--- src/pkg/bus_port_cfg.svh ---
// Constants of the instrument-bus port
// Function
// Talk only when addressed, no talk-only
// Listen only when addressed, no listen-only
// No secondary addressing; secondaries ignored
// Exactly one primary address recognised
// Full source and acceptor three-wire handshakes
// Parallel poll commands ignored entirely
// System controller may assert remote enable
// Common-command conventions, own operation-complete
// Factory bus address is decimal 14
// Accept bus addresses 0 to 30 only
// Bus address kept in non-volatile storage
// Remote needs enable asserted and listen-addressed
// Remote blocks keys except local, power, knobs
// Remote indicator lit while in remote
// Entering remote restores last remote trigger
// Local on go-to-local, local key, enable low
// Returning local forces default trigger setup
// Lockout makes local key ineffective
// Lockout command disables all front keys
// Only controller or power cycle ends lockout
// Enable low clears lockout, enters local
// Results and errors readable over bus
// No remote trigger yet means default setup
// Device clear empties queues, keeps settings
// Power-up local, unlocked, unaddressed
`ifndef BUS_PORT_CFG_SVH
`define BUS_PORT_CFG_SVH
`define FACTORY_ADDR 5'h0e
`define MAX_ADDR 5'h1e
`define TRIG_W 4
`define DEFAULT_TRIG 4'h0
`define CMD_GTL 7'h01
`define CMD_SDC 7'h04
`define CMD_PPC 7'h05
`define CMD_GET 7'h08
`define CMD_TCT 7'h09
`define CMD_LLO 7'h11
`define CMD_DCL 7'h14
`define CMD_PPU 7'h15
`define CMD_SPE 7'h18
`define CMD_SPD 7'h19
`define CMD_UNL 7'h3f
`define CMD_UNT 7'h5f
`define LAG_BASE 2'b01
`define TAG_BASE 2'b10
`define SCG_BASE 2'b11
`define FIFO_DEPTH 16
`define FIFO_AW 4
`endif

--- src/pkg/bus_port_pkg.sv ---
// Types of the instrument-bus port
package bus_port_pkg;
   typedef struct packed
   {
      logic [7:0] data;
      logic eoi;
   } bus_byte_t;
   typedef enum logic [2:0]
   {
      ah_idle = 3'b001,
      ah_ready = 3'b010,
      ah_accept = 3'b100
   } acc_state_t;
   typedef enum logic [3:0]
   {
      sh_idle = 4'b0001,
      sh_setup = 4'b0010,
      sh_valid = 4'b0100,
      sh_wait = 4'b1000
   } src_state_t;
endpackage : bus_port_pkg
--- src/design/bus_port.sv ---
// Instrument-bus listener, talker, handshakes and remote/local control
`timescale 1ns/1ps
`include "bus_port_cfg.svh"

module byte_fifo #(parameter int WIDTH = 9, parameter int DEPTH = 16,
   parameter int AW = 4)
(
   // Clock and reset
   input wire logic mclk,
   input wire logic rst,
   input wire logic flush,
   // Fill side
   input wire logic in_valid,
   output logic in_ready,
   input wire logic [WIDTH-1:0] in_data,
   // Drain side
   output logic out_valid,
   input wire logic out_ready,
   output logic [WIDTH-1:0] out_data
);
   logic [WIDTH-1:0] mem [DEPTH];
   logic [AW-1:0] wr_ptr;
   logic [AW-1:0] rd_ptr;
   logic [AW:0] count;
   logic push;
   logic pop;
   assign in_ready = (count != (AW+1)'(DEPTH));
   assign out_valid = (count != '0);
   assign out_data = mem[rd_ptr];
   assign push = in_valid && in_ready;
   assign pop = out_valid && out_ready;
   always_ff @(posedge mclk)
   begin
      if (push)
         mem[wr_ptr] <= in_data;
   end
   always_ff @(posedge mclk or posedge rst)
   begin
      if (rst)
      begin
         wr_ptr <= '0;
         rd_ptr <= '0;
         count <= '0;
      end
      else if (flush)
      begin
         wr_ptr <= '0;
         rd_ptr <= '0;
         count <= '0;
      end
      else
      begin
         if (push)
            wr_ptr <= wr_ptr + 1'b1;
         if (pop)
            rd_ptr <= rd_ptr + 1'b1;
         if (push && !pop)
            count <= count + 1'b1;
         else if (pop && !push)
            count <= count - 1'b1;
      end
   end
endmodule : byte_fifo

////////////////////////////////////////////////////////////////////////////

module bus_port
(
   // Clock and reset
   input wire logic mclk,
   input wire logic rst,
   // Bus data lines and handshake, active high at this boundary
   input wire logic [7:0] dio_in,
   output logic [7:0] dio_out,
   output logic dio_oe,
   input wire logic dav_in,
   output logic dav_out,
   output logic dav_oe,
   input wire logic nrfd_in,
   output logic nrfd_out,
   output logic nrfd_oe,
   input wire logic ndac_in,
   output logic ndac_out,
   output logic ndac_oe,
   input wire logic eoi_in,
   output logic eoi_out,
   output logic eoi_oe,
   // Bus management lines
   input wire logic atn_in,
   input wire logic ifc_in,
   input wire logic ren_in,
   input wire logic srq_in,
   output logic ren_out,
   output logic ren_oe,
   // Controller role
   input wire logic sys_ctrl,
   input wire logic assert_ren,
   output logic srq_seen,
   output logic take_control,
   // Stored address from non-volatile storage
   input wire logic [4:0] bus_address_field,
   // Front panel
   input wire logic local_key,
   output logic keys_enabled,
   output logic remote_ind,
   output logic listen_ind,
   output logic talk_ind,
   output logic lockout,
   // Trigger configuration
   input wire logic trig_set,
   input wire logic [`TRIG_W-1:0] trig_cfg,
   output logic [`TRIG_W-1:0] trigger_setup,
   output logic dev_trigger,
   output logic dev_clear,
   // Received data to the parser
   output logic rx_valid,
   input wire logic rx_ready,
   output bus_port_pkg::bus_byte_t rx_byte,
   // Results to send
   input wire logic tx_valid,
   output logic tx_ready,
   input wire bus_port_pkg::bus_byte_t tx_byte
);
   logic [7:0] dio_m, dio_s;
   logic [8:0] ctl_m, ctl_s;
   logic atn, ifc, ren, srq, dav, nrfd, ndac, eoi, panel_key;
   logic [4:0] my_addr;
   logic remote, lad, tad, ah_done, mla_rx, enter_rem;
   logic [`TRIG_W-1:0] remote_trig;
   logic remote_trig_set;
   bus_port_pkg::acc_state_t ah;
   bus_port_pkg::src_state_t sh;
   logic [7:0] cmd;
   logic fifo_ready, fifo_in;
   logic tx_pend;
   bus_port_pkg::bus_byte_t tx_hold;

   ////////////////////////////////////////////////////////////////////////
   // Two-flop synchronisers on every pin input
   always_ff @(posedge mclk or posedge rst)
   begin
      if (rst)
      begin
         dio_m <= 8'h00;
         dio_s <= 8'h00;
         ctl_m <= 9'h000;
         ctl_s <= 9'h000;
      end
      else
      begin
         dio_m <= dio_in;
         dio_s <= dio_m;
         ctl_m <= {atn_in, ifc_in, ren_in, srq_in, dav_in, nrfd_in,
            ndac_in, eoi_in, local_key};
         ctl_s <= ctl_m;
      end
   end
   assign {atn, ifc, ren, srq, dav, nrfd, ndac, eoi, panel_key} = ctl_s;
   assign cmd = dio_s;

   // Out-of-range stored addresses fall back to the factory value
   always_ff @(posedge mclk or posedge rst)
   begin
      if (rst)
         my_addr <= `FACTORY_ADDR;
      else if (bus_address_field <= `MAX_ADDR)
         my_addr <= bus_address_field;
      else
         my_addr <= `FACTORY_ADDR;
   end

   ////////////////////////////////////////////////////////////////////////
   // Acceptor handshake: command bytes always, data only when listening
   always_ff @(posedge mclk or posedge rst)
   begin
      if (rst)
         ah <= bus_port_pkg::ah_idle;
      else
         case (ah)
            bus_port_pkg::ah_idle:
               if ((atn || (lad && fifo_ready)) && !dav)
                  ah <= bus_port_pkg::ah_ready;
            bus_port_pkg::ah_ready:
               if (dav && !(atn || lad))
                  ah <= bus_port_pkg::ah_idle;
               else if (dav)
                  ah <= bus_port_pkg::ah_accept;
            bus_port_pkg::ah_accept:
               if (!dav)
                  ah <= bus_port_pkg::ah_idle;
            default:
               ah <= bus_port_pkg::ah_idle;
         endcase
   end
   assign ah_done = (ah == bus_port_pkg::ah_ready) && dav && (atn || lad);
   assign fifo_in = ah_done && !atn && lad;
   // Remote starts on the listen address itself, not on the addressed
   // level, so a local request holds until the controller re-addresses
   assign mla_rx = ah_done && atn && cmd[6:5] == `LAG_BASE
      && cmd[4:0] == my_addr;
   assign enter_rem = ren && mla_rx && !remote && !(panel_key && !lockout);

   // Addressing and universal commands, decoded once per accepted byte
   always_ff @(posedge mclk or posedge rst)
   begin
      if (rst)
      begin
         lad <= 1'b0;
         tad <= 1'b0;
         lockout <= 1'b0;
         dev_trigger <= 1'b0;
         dev_clear <= 1'b0;
         take_control <= 1'b0;
      end
      else
      begin
         dev_trigger <= 1'b0;
         dev_clear <= 1'b0;
         take_control <= 1'b0;
         if (ifc)
         begin
            lad <= 1'b0;
            tad <= 1'b0;
         end
         else if (ah_done && atn)
         begin
            // Secondary bytes and parallel poll codes fall through
            if (cmd[6:0] == `CMD_UNL)
               lad <= 1'b0;
            else if (cmd[6:0] == `CMD_UNT)
               tad <= 1'b0;
            else if (cmd[6:5] == `LAG_BASE && cmd[4:0] == my_addr)
               lad <= 1'b1;
            else if (cmd[6:5] == `TAG_BASE)
               tad <= (cmd[4:0] == my_addr);
            if (cmd[6:0] == `CMD_LLO)
               lockout <= 1'b1;
            if (cmd[6:0] == `CMD_DCL || (lad && cmd[6:0] == `CMD_SDC))
               dev_clear <= 1'b1;
            if (lad && remote && cmd[6:0] == `CMD_GET)
               dev_trigger <= 1'b1;
            if (tad && cmd[6:0] == `CMD_TCT)
               take_control <= 1'b1;
         end
         if (!ren)
            lockout <= 1'b0;
      end
   end

   ////////////////////////////////////////////////////////////////////////
   // Remote/local state machine and trigger configuration
   always_ff @(posedge mclk or posedge rst)
   begin
      if (rst)
      begin
         remote <= 1'b0;
      end
      else
      begin
         if (!ren)
            remote <= 1'b0;
         else if (ah_done && atn && lad && cmd[6:0] == `CMD_GTL)
            remote <= 1'b0;
         else if (panel_key && !lockout)
            remote <= 1'b0;
         else if (enter_rem)
            remote <= 1'b1;
      end
   end

   // Settings made in remote are remembered for the next remote entry
   always_ff @(posedge mclk or posedge rst)
   begin
      if (rst)
      begin
         remote_trig <= `DEFAULT_TRIG;
         remote_trig_set <= 1'b0;
         trigger_setup <= `DEFAULT_TRIG;
      end
      else
      begin
         if (trig_set && remote)
         begin
            remote_trig <= trig_cfg;
            remote_trig_set <= 1'b1;
            trigger_setup <= trig_cfg;
         end
         else if (enter_rem)
            trigger_setup <= remote_trig_set ? remote_trig
               : `DEFAULT_TRIG;
         else if (!remote)
            trigger_setup <= `DEFAULT_TRIG;
      end
   end

   // Panel indicators; remote keeps local key, power and knobs active
   always_ff @(posedge mclk or posedge rst)
   begin
      if (rst)
      begin
         remote_ind <= 1'b0;
         keys_enabled <= 1'b1;
         listen_ind <= 1'b0;
         talk_ind <= 1'b0;
      end
      else
      begin
         remote_ind <= remote;
         keys_enabled <= !remote && !lockout;
         listen_ind <= lad;
         talk_ind <= tad;
      end
   end

   ////////////////////////////////////////////////////////////////////////
   // Receive FIFO; its fullness holds off the acceptor handshake for data bytes, not commands
   byte_fifo #(.WIDTH(9), .DEPTH(`FIFO_DEPTH), .AW(`FIFO_AW)) rx_fifo
   (
      .mclk(mclk),
      .rst(rst),
      .flush(dev_clear),
      .in_valid(fifo_in),
      .in_ready(fifo_ready),
      .in_data({dio_s, eoi}),
      .out_valid(rx_valid),
      .out_ready(rx_ready),
      .out_data(rx_byte)
   );

   ////////////////////////////////////////////////////////////////////////
   // Source handshake for talker data; results and errors go out here
   always_ff @(posedge mclk or posedge rst)
   begin
      if (rst)
      begin
         sh <= bus_port_pkg::sh_idle;
         tx_pend <= 1'b0;
         tx_hold <= '0;
         dav_out <= 1'b0;
         dio_out <= 8'h00;
         eoi_out <= 1'b0;
      end
      else if (dev_clear || ifc || !tad || atn)
      begin
         // Clearing drops any byte queued for output
         sh <= bus_port_pkg::sh_idle;
         tx_pend <= dev_clear ? 1'b0 : tx_pend;
         dav_out <= 1'b0;
         if (tx_valid && !tx_pend && !dev_clear)
         begin
            tx_pend <= 1'b1;
            tx_hold <= tx_byte;
         end
      end
      else
         case (sh)
            bus_port_pkg::sh_idle:
               if (tx_pend || tx_valid)
               begin
                  if (!tx_pend)
                     tx_hold <= tx_byte;
                  tx_pend <= 1'b1;
                  sh <= bus_port_pkg::sh_setup;
               end
            bus_port_pkg::sh_setup:
            begin
               dio_out <= tx_hold.data;
               eoi_out <= tx_hold.eoi;
               if (!nrfd)
                  sh <= bus_port_pkg::sh_valid;
            end
            bus_port_pkg::sh_valid:
            begin
               dav_out <= 1'b1;
               if (!ndac)
               begin
                  sh <= bus_port_pkg::sh_wait;
                  tx_pend <= 1'b0;
               end
            end
            bus_port_pkg::sh_wait:
            begin
               dav_out <= 1'b0;
               sh <= bus_port_pkg::sh_idle;
            end
            default:
               sh <= bus_port_pkg::sh_idle;
         endcase
   end
   assign tx_ready = !tx_pend && (sh == bus_port_pkg::sh_idle);

   // Pin enables and controller lines, all registered
   always_ff @(posedge mclk or posedge rst)
   begin
      if (rst)
      begin
         dio_oe <= 1'b0;
         dav_oe <= 1'b0;
         eoi_oe <= 1'b0;
         nrfd_out <= 1'b0;
         nrfd_oe <= 1'b0;
         ndac_out <= 1'b0;
         ndac_oe <= 1'b0;
         ren_out <= 1'b0;
         ren_oe <= 1'b0;
         srq_seen <= 1'b0;
      end
      else
      begin
         dio_oe <= tad && !atn && sh != bus_port_pkg::sh_idle;
         dav_oe <= tad && !atn;
         eoi_oe <= tad && !atn && sh != bus_port_pkg::sh_idle;
         nrfd_out <= (atn || lad) && ah != bus_port_pkg::ah_ready;
         nrfd_oe <= atn || lad;
         ndac_out <= (atn || lad) && ah != bus_port_pkg::ah_accept;
         ndac_oe <= atn || lad;
         ren_out <= sys_ctrl && assert_ren;
         ren_oe <= sys_ctrl;
         srq_seen <= sys_ctrl && srq;
      end
   end
endmodule : bus_port

--- config.mk ---
export PLATFORM = sky130hd
export DESIGN_NAME = bus_port
export DESIGN_NICKNAME = d
export VERILOG_FILES = /design/src/pkg/bus_port_pkg.sv /design/src/design/bus_port.sv
export VERILOG_INCLUDE_DIRS = /design/src /design/src/pkg
export SDC_FILE = /design/constraint.sdc
export NUM_CORES = 1
export LEC_CHECK = 0
export ABC_AREA = 0
export ABC_CLOCK_PERIOD_IN_PS = 3400
export BUFFER_PORTS_ARGS = -buffer_cell sky130_fd_sc_hd__buf_2
export CAP_MARGIN = 40
export CORE_MARGIN = 2
export CORE_UTILIZATION = 53
export CTS_CLUSTER_SIZE = 28
export DETAILED_ROUTE_END_ITERATION = 10
export PLACE_DENSITY = 0.74
export SLEW_MARGIN = 0
export SYNTH_ARGS = -nofsm -noshare
export SYNTH_HDL_FRONTEND = slang
export SYNTH_SLANG_ARGS = --single-unit
--- constraint.sdc ---
create_clock -name mclk -period 3.4 [get_ports mclk]
set_input_delay 0.51 -clock mclk [delete_from_list [all_inputs] [get_ports mclk]]
set_output_delay 0.51 -clock mclk [all_outputs]
set_load 0.05 [all_outputs]
# == After elaboration in Yosys (flattened, before gate mapping) ==
# Memory sizes are Yosys's and may differ from the RTL's.
# Cells that the tools add are included.
# word_totals
regBits,107
latchBits,0
ramBits,144
mem_bits_ro,0
inputBits,42
word_cells,222
mem_count,1
# memory_table
memory,depth,word_bits,rd,rd_ports_with_merged_regs,wr,line_no,source
rx_fifo.mem,16,9,1,0,1,bus_port.sv:21,logic [WIDTH-1:0] mem [DEPTH];
# op_classes
add_sub_neg,4
multipliers,0
n_div,0
n_lt_le_gt_ge,1
eq_ne,39
n_shift,0
n_mux,65
bitwise_logic,1
n_reduce_logical,73
# op_table
op,n
$mux W4,12
$mux W9,5
$logic_and A1 B1 Y1,36
$mux W1,36
$ne A3 B3 Y1 const B,7
$mux W5,4
$reduce_bool A3 Y1,5
$eq A7 B4 Y1 const B,2
$eq A7 B5 Y1 const B,2
$mux W3,4
$pmux W4 S3,1
$reduce_and A3 Y1,4
$reduce_and A4 Y1,3
$logic_not A1 Y1,11
$reduce_bool A2 Y1,5
$pmux W3 S3,1
$add A4 B1 Y4 const B,2
$ne A2 B1 Y1 const B,4
$ne A2 B2 Y1 const B,4
$ne A4 B1 Y1 const B,2
$eq A7 B1 Y1 const B,1
$eq A7 B3 Y1 const B,1
$eq A7 B6 Y1 const B,1
$eq A7 B7 Y1 const B,1
21 further kinds,29

# == Longest topological paths before layout ==
# logic_depth
depth_word,13
ltp_mapped,8
depth_no_buf,8

# == Cells and area by module ==
# Synthesis repeated with hierarchy kept, for this count alone.
# hier_totals
hier_cells,556
area_unflattened_um2,9854.5
# by_module_without_submodules
module,instances,cells_each,area_per_inst_um2,seq_area_each_um2
byte_fifo,1,318,6428.7,4649.5
bus_port,1,238,3425.8,2359.8

# == Least setup slack after synthesis ==
# OpenSTA, ideal clock, no wires.
# synth_timing
kind,reg2reg
from,register rx_fifo.count[0]
to,register rx_fifo.count[4]
t_arrival_ps,2708
path_slack_ps,610
stages_incl_launch_ff,9
period_less_slack_ps,2790
path_cell_list,dfrtp_1 -> or4_1 -> o21ai_0 -> nand2_1 -> fa_1 -> nand3_1 -> nand2_1 -> or4_1 -> a31oi_1
# synth_via
elab_chain_cells,6
elab_cells_between_ends,14
classes_between,2 x add/sub; 1 x eq/ne; 3 x mux; 8 x reduce/logical
# synth_lines
item,line_no,source
"start, declared",bus_port.sv:24,logic [AW:0] count;
"start signal, assigned",bus_port.sv:58,count <= count + 1'b1;
"start signal, assigned",bus_port.sv:60,count <= count - 1'b1;
branches (longest 6 deep; another with $sub A5 B1 Y5),n/a,
# Parallel ways; which one is timed is not known. The select of a mux whose other input is x is not followed.
# A chain may end at the register's enable or synchronous reset.

==> impl_metrics.csv <==
group,metric,value,unit
clock_network,cts_tree,"built",
detailed_routing,vias_per_cell,5.70,
place,port_buffers,84,
setup_path,critPathKind,"reg2out",
place,place_hpwl,12400,µm
power,pwr-share-clk,31.2,%
clock_network,cts_resized,0,
clock_network,insertion_delay,0.52,ns
flow_run,max_cap_viol_count,0,
synth,synthCells,553,
min_path,worstHoldStart,"dio_in[6]",
synth,synth_area_leader_cell,"edfxtp_1",
cells_and_area,drive_above_1_share,32.7,%
grt,grt_max_degree,60,
detailed_routing,dr.pass1.iters,4,
sta,period_share,91.9,%
sta,final_max_slew_viol_count,0,
sta,min_period,3.13,ns
grt,grt_usage,19.9,%
die,num_rows,49,
die,initial_core_util,54.3,%
grt,overflow,0,
synth,synth.avg_cell_area,17.7,µm²
synth,yosysSeqAreaShare,71.6,%
detailed_routing,ant_nets,0,
synth,synth-edff-count,144,
power,p_sw,2.26,mW
synth,synth_cell_types,59,
synth,synthSimpleGateAreaFrac,7.04,%
sta,rsz0062_at_grt,"no",
power,power.density,686,nW/µm²
power,total_power,7.77,mW
synth,ys_ff_latch,251,
cells_and_area,area_delta_synth_final,15.6,%
cells_and_area,seq_area,7010,µm²
clock_network,htree_levels,1,
clock_network,cts_buffers,24,
min_path,whs_path_depth,1,
clock_network,cts_buffer_depth,3,
power,internal_power,5.51,mW
synth,yosys_most_used_dff,"edfxtp_1",
synth,ys_warn_count,0,
synth,synth_fa_ha_area_share,1.35,%
clock_network,cts_sinks,251,
power,peakVddDrop,760,µV
grt,grt_pass1_wl,30500,µm
sta,worst_pin_slew,0.806,ns
clock_network,path_clk_slew,0.06,ns
detailed_routing,dr_total_vias,5171,
power,p_leak,4.36,nW
setup_path,r2r-end,"rx_fifo.count[4]",
synth,muxShareOfSynthArea,13.5,%
power,power.share.switching,29.1,%
synth,synth_area,9790,µm²
synth,synthArstFlopShare,42.6,%
power,p_comb_share,23.2,%
min_path,min_to,"dio_m[6]",
synth,synth_top_family_by_area,"multiplexers",
grt,antenna_found_initial,0,
sta,setup-tns-final,0,ns
setup_path,cp.required,2.89,ns
detailed_routing,drt-total-wl,18900,µm
sta,finClkSkew,0.0180,ns
cells_and_area,multi_input_area,2640,µm²
synth,synth_xor_area_share,0.984,%
setup_path,r2r_setup_slack,0.40,ns
synth,synth_top_area_share,44.2,%
setup_path,arrival,2.62,ns
die,die-area,19600,µm²
setup_path,cp_max_fo,9,
sta,finalHoldViolations,0,
grt,grt_pass1_vias,5652,
die,ios,85,
die,fp.dieH,140,µm
detailed_routing,drc,0,
setup_path,critPathCaptureType,"primary output",
cells_and_area,fillers,1333,
cells_and_area,nets,712,
min_path,hold_path_class,"in2reg",
place,gp_congestion,0.816,
setup_path,worstRegToRegCells,8,
synth,syn_nets,605,
sta,clock.fmax,320,MHz
die,core-area,18000,µm²
status,outcome,"completed",
sta,setup_viol_count_final,0,
synth,synth.area.top_cells,"edfxtp_1, dfrtp_1, mux4_2",
power,seqPwrFrac,45.6,%
detailed_routing,wl_per_cell,20.8,µm
synth,synth_compound_area_share,3.99,%
setup_path,critPathLaunchType,"register",
clock_network,cts_root_buf,"clkbuf_16",
setup_path,r2r_start,"rx_fifo.count[0]",
cells_and_area,antennaDiodeCount,0,
detailed_routing,drt-initial-drc-count,331,
die,dieWidth,140,µm
sta,slew_headroom,46.3,%
==> layout by cell type (no fill, tap or decap), types with 8 or more instances in the layout <==
cell	count
and2_1	12
a21oi_1	11
nor2_1	21
edfxtp_1	144
mux4_2	45
ha_1	9
clkbuf_16	25
buf_4	15
nand3_1	8
dfrtp_1	100
nand2b_1	11
buf_2	84
inv_1	13
nand2_1	13
o21ai_0	15
mux2_2	26
==> worst max-delay path by stage <==
stage                  endpoint  cells past startpoint               from
3_3_place_gp   rx_fifo.count[4]                      8   rx_fifo.count[0]
2_1_floorplan             ah[1]                      1                rst
6_report             rx_byte[7]                      4  rx_fifo.rd_ptr[0]
3_5_place_dp   rx_fifo.count[4]                      8   rx_fifo.count[0]
5_1_grt        rx_fifo.count[4]                      8   rx_fifo.count[0]
4_1_cts              rx_byte[7]                      4  rx_fifo.rd_ptr[0]
==> flip-flops by register name, indices dropped and copies added (netlist names), 5 cells and up <==
name	cells
tx_hold	9
dio_out	8
rx_fifo.mem	144
dio_m	8
my_addr	5
ctl_s	9
cmd	8
rx_fifo.count	5
ctl_m	9
==> final cells by class <==
type	instances	share of cell area, %
inverters	14	0.486
repair buffers	103	5.39
clock inverters	12	0.520
clock buffers	32	5.85
well taps	229	2.53
flip-flops and latches	251	61.9
multi-input cells	266	23.3
==> per-layer routing <==
layer,vias up,share of wire (%),global-route usage (%)
met5,-,0,0
met4,0,1.5,5.21
met3,22,5.7,3.28
met2,142,51,34.1
met1,2657,42,27.0
li1,2350,-,-
==> power groups by stage <==
| stage | logic [mW] | registers [mW] | clock network [mW] |
|---|---|---|---|
| after floorplan | 1.50 | 3.47 | 0 |
| after global placement | 1.79 | 3.60 | 0 |
| after detailed placement | 1.82 | 3.61 | 0 |
| after CTS | 1.83 | 3.55 | 2.48 |
| after global routing | 1.94 | 3.57 | 2.61 |
| final | 1.80 | 3.54 | 2.42 |
==> timing repair <==
action	CTS	global route
setup buffers	0	0
endpoints found under the hold margin	15	0
hold buffers	1	0
==> synthesized netlist by cell type, types with 3 or more instances <==
cell and instances:
or3_1 3, nand3_1 8, edfxtp_1 144, xnor2_1 4, nand4_1 5, nor4b_1 4
mux2_2 26, o211ai_1 7, nand3b_1 3, nor2b_1 6, and2_1 12, nor2_1 21
clkbuf_1 13, or4_1 3, nand2b_1 11, dfrtp_1 101, dfstp_2 6, nor3_1 4
a21boi_0 3, xor2_1 7, a31oi_1 3, o21ai_0 15, ha_1 9, a21oi_1 11
and2b_1 3, buf_2 5, nor4_1 5, nand2_1 13, and3_1 3, inv_1 14
a211oi_1 3, mux4_2 45
==> per-stage QoR <==
stage / hold slack [ns] / cell area, µm² / setup slack [ns] / cells / util [%]
finish: 0.0987 / 11300 / 0.275 / 907 / 62.8
global route: 0.0816 / 11300 / 0.109 / 907 / 62.8
CTS: 0.0801 / 11300 / 0.224 / 907 / 62.8
detailed placement: 0.335 / 10600 / 0.403 / 862 / 58.7
global placement: 0.332 / 10600 / 0.476 / 861 / 58.6
floorplan: 0.331 / 9790 / 0.0827 / 553 / -
==> worst max-delay path, cell delays in order (launching register included) <==
cell     delay [ns]
dfrtp_2        0.53
buf_4          0.28
mux4_2         0.55
mux4_2         0.50
buf_2          0.24
==> cell families after synthesis <==
family | count (synthesis)
AOI/OAI and AO/OA | 58
xor gates and xnor gates | 11
adders and majority gates | 10
buffers and inverters | 36
DFF | 251
muxes | 73
and+or+nand+nor | 114
Power figures use the tool's default switching activity.
